$ cat src/irq_status_map.vh
// Register offsets, field positions and reset values for the interrupt status block
`ifndef IRQ_STATUS_MAP_VH
`define IRQ_STATUS_MAP_VH
`define ADDR_W 16
`define OFF_PENDING_LOW 16'hFE04
`define OFF_PENDING_MID 16'hFE05
`define OFF_PENDING_HIGH 16'hFE06
// Enable register, one bit per source event
`define OFF_ENABLE_LO 16'hFE08
`define OFF_ENABLE_HI 16'hFE09
// Sticky source flags, write one to clear
`define OFF_FLAGS_LO 16'hFE0A
`define OFF_FLAGS_HI 16'hFE0B
// Control: bit0 select conflict detect, bit1 conversion service select
`define OFF_CONTROL 16'hFE0C
// Timebase: bits 2..0 rate, bit 3 acknowledge (write one)
`define OFF_TICK 16'hFE0D
`define CTL_DETECT_BIT 0
`define CTL_SELECT_BIT 1
`define TICK_ACK_BIT 3
`define NUM_EV 16
`define EV_ROLL 0
`define EV_CH0 1
`define EV_SRX 2
`define EV_STX 3
`define EV_SELECT_CONFLICT_FLAG 4
`define EV_SOVR 5
`define EV_UTX 6
`define EV_TC 7
`define EV_URX 8
`define EV_IDLE 9
`define EV_UOVR 10
`define EV_NOISE 11
`define EV_FRAME 12
`define EV_PAR 13
`define EV_CONV 14
`define EV_TICK 15
`define IDLE_BITS 10
`define IDLE_BITS_LONG 11
`define RESET_BYTE 8'h00
`endif

$ cat src/interrupt_source_status.v
// Interrupt source flags, enables and pending status registers
//
// Design decision made here: the plain strobed port.
`timescale 1ns/1ps
`include "irq_status_map.vh"

// What this block does
// [RULE1] Timer rollover after modulo match sets rollover flag, gated by enable
// [RULE2] Channel zero capture or compare sets its flag, gated by enable
// [RULE3] Serial byte into receive register sets receive-full, gated by enable
// [RULE4] Serial byte into shift register sets transmit-empty, gated by enable
// [RULE5] Select conflict flag: slave select rise in slave, low in master
// [RULE6] Serial overflow when new byte arrives before previous read
// [RULE7] Uart data handed to shifter sets transmit-empty, gated by enable
// [RULE8] Both transmit stages empty, no break or idle, sets complete
// [RULE9] Uart character into data register sets receive-full, gated
// [RULE10] Idle flag after 10 or 11 consecutive high receive bits
// [RULE11] Uart overrun on new character before previous read
// [RULE12] Noise detected in any bit sets noise flag
// [RULE13] Low level at stop bit sets framing flag
// [RULE14] Parity check failure sets parity flag
// [RULE15] Low on any keyboard input latches an external request
// [RULE16] Converter requests after every conversion when its enable is set and service select is clear
// [RULE17] Timebase rollover sets tick flag at selected rate, gated by enable
// [RULE18] Software clears tick flag by writing one to acknowledge
// [RULE19] Sixteen numbered pending flags, one while request present
// [RULE20] First status register: flags 6..1 in bits 7..2, low bits zero
// [RULE21] Second status register: flags 14..7 in bits 7..0
// [RULE22] Third status register: flag 16 bit 1, flag 15 bit 0
// [RULE23] Highest priority pending request, lowest number, offered first
// [RULE24] Status flag is OR of source flags ANDed with enables
module interrupt_source_status (
  input wire sys_clk,
  input wire reset_n,
  input wire [`ADDR_W-1:0] addr,
  input wire [7:0] wdata,
  input wire wr_stb,
  input wire rd_stb,
  output reg [7:0] rdata,
  input wire ext_irq_req,
  input wire pll_irq_req,
  input wire [2:0] timer1_irq_req,
  input wire timer2_rollover,
  input wire timer2_chan0_event,
  input wire spi_rx_load,
  input wire spi_tx_load,
  input wire spi_is_master,
  input wire spi_busy,
  input wire spi_select_n,
  input wire spi_data_read,
  input wire uart_tx_load,
  input wire uart_shift_empty,
  input wire uart_data_empty,
  input wire uart_break_idle_gen,
  input wire uart_rx_load,
  input wire uart_rx_bit_valid,
  input wire uart_rx_bit,
  input wire uart_long_frame,
  input wire uart_data_read,
  input wire uart_noise,
  input wire uart_stop_sample,
  input wire uart_stop_bit,
  input wire uart_parity_fail,
  input wire [4:0] kbd_pins_n,
  input wire kbd_ack,
  input wire conv_done,
  input wire tick_rollover,
  output reg [2:0] tick_rate_select,
  output reg [4:0] irq_vector_num,
  output reg irq_pending
);

// ----------------------------------------------------------------
// Input synchronisers
// ----------------------------------------------------------------
// Select and keyboard pins arrive from outside, so two stages first
reg [5:0] pin_meta_q;
reg [5:0] pin_sync_q;
reg select_prev_q;
always @(posedge sys_clk)
begin
  if (!reset_n)
  begin
    pin_meta_q <= 6'h3F;
    pin_sync_q <= 6'h3F;
    select_prev_q <= 1'b1;
  end
  else
  begin
    pin_meta_q <= {kbd_pins_n, spi_select_n};
    pin_sync_q <= pin_meta_q;
    select_prev_q <= pin_sync_q[0];
  end
end
wire select_n = pin_sync_q[0];

// ----------------------------------------------------------------
// Registers written by software
// ----------------------------------------------------------------
reg [`NUM_EV-1:0] enable_q;
reg detect_en_q;
reg service_sel_q;
reg [`NUM_EV-1:0] flags_q;
reg kbd_latch_q;
reg [3:0] idle_cnt_q;
reg spi_unread_q;
reg uart_unread_q;
wire wr_hit_en_lo = wr_stb && addr == `OFF_ENABLE_LO;
wire wr_hit_en_hi = wr_stb && addr == `OFF_ENABLE_HI;
wire wr_hit_fl_lo = wr_stb && addr == `OFF_FLAGS_LO;
wire wr_hit_fl_hi = wr_stb && addr == `OFF_FLAGS_HI;
wire wr_hit_tick = wr_stb && addr == `OFF_TICK;
always @(posedge sys_clk)
begin
  if (!reset_n)
  begin
    enable_q <= 16'h0000;
    detect_en_q <= 1'b0;
    service_sel_q <= 1'b0;
    tick_rate_select <= 3'h0;
  end
  else if (wr_stb)
  begin
    if (wr_hit_en_lo)
      enable_q[7:0] <= wdata;
    if (wr_hit_en_hi)
      enable_q[15:8] <= wdata;
    if (addr == `OFF_CONTROL)
    begin
      detect_en_q <= wdata[`CTL_DETECT_BIT];
      service_sel_q <= wdata[`CTL_SELECT_BIT];
    end
    if (wr_hit_tick)
      tick_rate_select <= wdata[2:0]; // [RULE17]
  end
end

// ----------------------------------------------------------------
// Source event detection
// ----------------------------------------------------------------
wire idle_limit = uart_long_frame ? (idle_cnt_q == `IDLE_BITS_LONG - 1)
                                  : (idle_cnt_q == `IDLE_BITS - 1);
reg [`NUM_EV-1:0] set_ev;
always @*
begin
  set_ev = 16'h0000;
  set_ev[`EV_ROLL] = timer2_rollover; // [RULE1]
  set_ev[`EV_CH0] = timer2_chan0_event; // [RULE2]
  set_ev[`EV_SRX] = spi_rx_load; // [RULE3]
  set_ev[`EV_STX] = spi_tx_load; // [RULE4]
  set_ev[`EV_SELECT_CONFLICT_FLAG] = detect_en_q &&
    (spi_is_master ? !select_n
                   : (spi_busy && select_n && !select_prev_q)); // [RULE5]
  set_ev[`EV_SOVR] = spi_rx_load && spi_unread_q; // [RULE6]
  set_ev[`EV_UTX] = uart_tx_load; // [RULE7]
  set_ev[`EV_TC] = uart_shift_empty && uart_data_empty &&
    !uart_break_idle_gen; // [RULE8]
  set_ev[`EV_URX] = uart_rx_load; // [RULE9]
  set_ev[`EV_IDLE] = uart_rx_bit_valid && uart_rx_bit && idle_limit; // [RULE10]
  set_ev[`EV_UOVR] = uart_rx_load && uart_unread_q; // [RULE11]
  set_ev[`EV_NOISE] = uart_noise; // [RULE12]
  set_ev[`EV_FRAME] = uart_stop_sample && !uart_stop_bit; // [RULE13]
  set_ev[`EV_PAR] = uart_parity_fail; // [RULE14]
  set_ev[`EV_CONV] = conv_done; // [RULE16]
  set_ev[`EV_TICK] = tick_rollover; // [RULE17]
end

// Idle counter saturates so a long idle line flags once only
always @(posedge sys_clk)
begin
  if (!reset_n)
    idle_cnt_q <= 4'h0;
  else if (uart_rx_bit_valid)
  begin
    if (!uart_rx_bit)
      idle_cnt_q <= 4'h0;
    else if (idle_cnt_q != 4'hF)
      idle_cnt_q <= idle_cnt_q + 4'h1; // [RULE10]
  end
end

// Unread trackers for overflow and overrun detection
always @(posedge sys_clk)
begin
  if (!reset_n)
  begin
    spi_unread_q <= 1'b0;
    uart_unread_q <= 1'b0;
  end
  else
  begin
    if (spi_rx_load)
      spi_unread_q <= 1'b1; // [RULE6]
    else if (spi_data_read)
      spi_unread_q <= 1'b0;
    if (uart_rx_load)
      uart_unread_q <= 1'b1; // [RULE11]
    else if (uart_data_read)
      uart_unread_q <= 1'b0;
  end
end

// ----------------------------------------------------------------
// Sticky flags: set wins over a same-cycle clear
// ----------------------------------------------------------------
wire tick_ack = wr_hit_tick && wdata[`TICK_ACK_BIT];
genvar gi;
generate
  for (gi = 0; gi < `NUM_EV; gi = gi + 1)
  begin : g_flag
    wire clr;
    if (gi < 8)
      assign clr = wr_hit_fl_lo && wdata[gi];
    else if (gi == `EV_TICK)
      assign clr = (wr_hit_fl_hi && wdata[gi - 8]) || tick_ack; // [RULE18]
    else
      assign clr = wr_hit_fl_hi && wdata[gi - 8];
    always @(posedge sys_clk)
    begin
      if (!reset_n)
        flags_q[gi] <= 1'b0;
      else if (set_ev[gi])
        flags_q[gi] <= 1'b1;
      else if (clr)
        flags_q[gi] <= 1'b0;
    end
  end
endgenerate

// Keyboard latch held until the keyboard logic acknowledges it
always @(posedge sys_clk)
begin
  if (!reset_n)
    kbd_latch_q <= 1'b0;
  else if (pin_sync_q[5:1] != 5'h1F)
    kbd_latch_q <= 1'b1; // [RULE15]
  else if (kbd_ack)
    kbd_latch_q <= 1'b0;
end

// ----------------------------------------------------------------
// Request gating and numbered pending flags
// ----------------------------------------------------------------
wire [`NUM_EV-1:0] gated = flags_q & enable_q; // [RULE24]
reg [16:1] pend_d;
reg [16:1] pend_q;
always @*
begin
  pend_d = 16'h0000;
  pend_d[1] = ext_irq_req; // [RULE19]
  pend_d[2] = pll_irq_req;
  pend_d[5:3] = timer1_irq_req;
  pend_d[6] = gated[`EV_CH0]; // [RULE2]
  pend_d[7] = 1'b0;
  pend_d[8] = gated[`EV_ROLL]; // [RULE1]
  pend_d[9] = gated[`EV_SRX] | gated[`EV_SOVR] | gated[`EV_SELECT_CONFLICT_FLAG]; // [RULE24]
  pend_d[10] = gated[`EV_STX];
  pend_d[11] = |gated[`EV_PAR:`EV_UOVR];
  pend_d[12] = gated[`EV_URX] | gated[`EV_IDLE];
  pend_d[13] = gated[`EV_UTX] | gated[`EV_TC];
  pend_d[14] = kbd_latch_q;
  // Service select set means no CPU request; no other servicer exists
  pend_d[15] = gated[`EV_CONV] & !service_sel_q; // [RULE16]
  pend_d[16] = gated[`EV_TICK]; // [RULE17]
end

// Priority pick: lowest flag number wins
reg [4:0] vec_d;
integer k;
always @*
begin
  vec_d = 5'h00;
  for (k = 16; k >= 1; k = k - 1)
    if (pend_d[k])
      vec_d = k[4:0]; // [RULE23]
end

always @(posedge sys_clk)
begin
  if (!reset_n)
  begin
    pend_q <= 16'h0000;
    irq_vector_num <= 5'h00;
    irq_pending <= 1'b0;
  end
  else
  begin
    pend_q <= pend_d;
    irq_vector_num <= vec_d; // [RULE23]
    irq_pending <= |pend_d;
  end
end

// ----------------------------------------------------------------
// Read port; status registers ignore writes
// ----------------------------------------------------------------
reg [7:0] rd_d;
always @*
begin
  case (addr)
    `OFF_PENDING_LOW: rd_d = {pend_q[6:1], 2'b00}; // [RULE20]
    `OFF_PENDING_MID: rd_d = pend_q[14:7]; // [RULE21]
    `OFF_PENDING_HIGH: rd_d = {6'h00, pend_q[16:15]}; // [RULE22]
    `OFF_ENABLE_LO: rd_d = enable_q[7:0];
    `OFF_ENABLE_HI: rd_d = enable_q[15:8];
    `OFF_FLAGS_LO: rd_d = flags_q[7:0];
    `OFF_FLAGS_HI: rd_d = flags_q[15:8];
    `OFF_CONTROL: rd_d = {6'h00, service_sel_q, detect_en_q};
    `OFF_TICK: rd_d = {5'h00, tick_rate_select};
    default: rd_d = 8'h00;
  endcase
end

always @(posedge sys_clk)
begin
  if (!reset_n)
    rdata <= `RESET_BYTE;
  else if (rd_stb)
    rdata <= rd_d;
  else
    rdata <= 8'h00;
end

endmodule // interrupt_source_status

$ cat config.mk
export PLATFORM = sky130hd
export DESIGN_NAME = interrupt_source_status
export DESIGN_NICKNAME = d
export VERILOG_FILES = /design/src/interrupt_source_status.v
export VERILOG_INCLUDE_DIRS = /design/src /design/src/src
export SDC_FILE = /design/constraint.sdc
export NUM_CORES = 1
export LEC_CHECK = 0
export ABC_CLOCK_PERIOD_IN_PS = 1900
export BUFFER_PORTS_ARGS = -buffer_cell sky130_fd_sc_hd__buf_2
export CORE_MARGIN = 4
export CORE_UTILIZATION = 30
export CTS_BUF_LIST = sky130_fd_sc_hd__clkbuf_8
export DETAILED_ROUTE_END_ITERATION = 12
export GPL_TIMING_DRIVEN = 0
export PLACE_DENSITY = 0.49
export SETUP_SLACK_MARGIN = 0.2
export SLEW_MARGIN = 20
export SYNTH_ARGS = -nofsm -noshare
export SYNTH_HDL_FRONTEND = slang
export SYNTH_SLANG_ARGS = --single-unit
$ cat constraint.sdc
create_clock -name sys_clk -period 1.9 [get_ports sys_clk]
set_input_delay 0.285 -clock sys_clk [delete_from_list [all_inputs] [get_ports sys_clk]]
set_output_delay 0.285 -clock sys_clk [all_outputs]
set_load 0.01 [all_outputs]
==> impl_metrics.toml <==
[min_path]
hold_path.class = "primary input to register"
hold_path_depth = 2

[run_status]
run_status = "complete, no violations"

[setup_path]
critPathMaxFanout = 6
critPathCaptureType = "register"
r2r_cells = 5
critical_path_class = "primary input to register"
cp-start-kind = "primary input"
cp.required_ns = 2.16
worstPathArrival_ns = 1.99

[floorplanning]
start_util = 0.307
die_w_um = 119
ios = 79
dieArea_um2 = 14200
core_area_um2 = 12100
core.rowCount = 40
die_h_um = 119

[clock_tree]
cts_buffers = 9
cts_num_sinks = 86
cts_buffer_depth = 2
path_clk_slew_ns = 0.08
cts_max_level = 3
cts-root-buf = "clkbuf_8"
insertion_delay_ns = 0.38
cts_tree = "yes"

[finish]
fin_nets = 572
layout_commonest_cell = "dfxtp_1"
layout-drive-gt1-share = 0.292
area_growth_pct = 28.7
layout_common_cells = "86 x dfxtp_1, 77 x buf_2, 34 x a21oi_1"
num_antenna_cells = 0

[sta]
final-setup-viol-count = 0
finClkSkew_ns = 0.00711
min_period_ns = 1.73
fmax_mhz = 579
hold_viol_final = 0
rsz0062_at_grt = "yes"
final_max_slew_viol_count = 0
setup_ws_ns = 0.174
fin_crit_sh = 0.909
worst_pin_slew_ns = 0.725
slew_headroom = 0.517

[synth]
synth-seq-cells = 86
synth_edf_count = 0
synth-main-ff-cell = "dfxtp_1"
syn_area_um2 = 3710
ys.warnings.count = 0
avgSynthCellArea_um2 = 9.07
synthCells = 409
synth_nets = 472
yosysUniqueCellTypes = 67
async_reset_ff_frac = 0
yosysSeqAreaShare = 0.464

[route]
routed_wl_mm = 12.1
ant_nets = 0
routedWlPerCell_um = 17.7
drc_errors = 0
viasPerCell = 5.04
via_count = 3439
drtPass1Iterations = 4
drt_iter0_drc = 179

[global_routing]
grt_overflow = 0
grtUsageMet3 = 0.0432
grt_max_degree = 15
grt_pass1_vias = 3399
use_met2 = 0.278
grt_pass1_wl_mm = 18.7
track_usage = 0.173
grt_util_met1 = 0.227
antenna_found_initial = 0
busiest_layer = "met2"

[power]
power_density_nw_per_um2 = 772
power.leakage_nw = 1.90
ir_drop_uv = 616
p_total_mw = 3.68

[placement]
numPortBuffers = 78
place_hpwl_mm = 9.06
place_ws_ns = -0.338
gp_congestion = 0.885

[flow_run]
cap_violations = 0
[where the power goes]
group | internal [mW] | switching (mW)
registers | 1.85 | 0.0360
logic | 0.140 | 0.186
clock network | 0.771 | 0.695
total | 2.77 | 0.917
[final timing paths]
check             slack (ns)           from           endpoint
setup / recovery        0.17        addr[5]         flags_q[2]
hold / removal          0.08  kbd_pins_n[1]      pin_meta_q[2]
setup reg to reg        0.31     flags_q[4]  irq_vector_num[1]
hold reg to reg         0.41  pin_meta_q[0]      pin_sync_q[0]
[area by class of cell]
cell class | instances | area, um2
buffer | 23 | 168
clock buffer | 10 | 138
clock inverter | 6 | 85.1
fill | 1265 | 7290
inverter | 19 | 71.3
multi-input combinational | 281 | 1890
sequential | 86 | 1720
tap | 168 | 210
timing repair buffer | 89 | 487
[cell usage after synthesis (all sizes together) (3+ instances only)]
cell | n | area, um2
clkbuf | 17 | 93.8
a22oi | 15 | 113
nand2b | 18 | 113
o22ai | 3 | 18.8
o21ai | 36 | 184
or2 | 4 | 25.0
a31o | 4 | 35.0
nand3 | 26 | 130
mux2i | 4 | 40.0
nor4bb | 4 | 40.0
and3b | 4 | 36.3
buf | 5 | 36.3
a31oi | 19 | 119
nand3b | 5 | 37.5
a21oi | 34 | 170
and3 | 4 | 25.0
nor2 | 22 | 82.6
and2 | 8 | 51.3
nor3 | 5 | 36.3
nand4 | 3 | 18.8
a22o | 3 | 26.3
inv | 19 | 71.3
nand2 | 16 | 60.1
nor4 | 6 | 65.1
dfxtp | 86 | 1720
[sequential cells by signal, indices dropped and copies added (netlist names)]
register,count
kbd_latch_q,1
pin_sync_q,6
select_prev_q,1
irq_vector_num,5
rdata,8
irq_pending,1
flags_q,16
pend_q,15
uart_unread_q,1
tick_rate_select,3
idle_cnt_q,4
service_sel_q,1
spi_unread_q,1
enable_q,16
detect_en_q,1
pin_meta_q,6
[through the flow]
step                TNS [ns]  area [um2]  std cells  hold slack, ns  utilization
finish                     0        4770        682          0.0833        0.396
global route               0        4770        682          0.0774        0.396
CTS                        0        4660        678          0.0682        0.386
detailed placement     -9.08        4320        655           0.393        0.359
global placement       -9.06        4320        655           0.394        0.359
floorplan             -0.121        3720        409           0.361            -
[repair_timing]
| item | CTS | global route |
|---|---|---|
| hold buffers | 0 | 0 |
| pin swaps | 5 | 9 |
| endpoints found under the setup margin | 19 | 36 |
| gates resized for setup | 11 | 18 |
| buffers inserted | 7 | 4 |
[cell families (layout without fill, tap and decap cells)]
kind of cell	Yosys count	after routing	share of synthesized area
adder cells (fa/ha/maj)	1	1	0.00337
AND/OR/NAND/NOR	138	138	0.228
flip-flops	86	86	0.464
buffers and inverters	42	147	0.0577
XOR/XNOR	2	2	0.00472
AO/OA/AOI/OAI	134	134	0.225
multiplexers	6	6	0.0169
[routing by layer]
layer | part of all wire | up-vias
met5 | 0 | -
met4 | 0.016 | 0
met3 | 0.056 | 17
met2 | 0.47 | 76
met1 | 0.46 | 1632
li1 | - | 1714
[worst max-delay path: stages]
cell and delay (ns):
buf_6 0.09, or4_4 0.53, buf_8 0.15, or4_4 0.51, nor3_4 0.20, buf_6 0.16, a31oi_1 0.07
(Power assumes the default switching activity.)
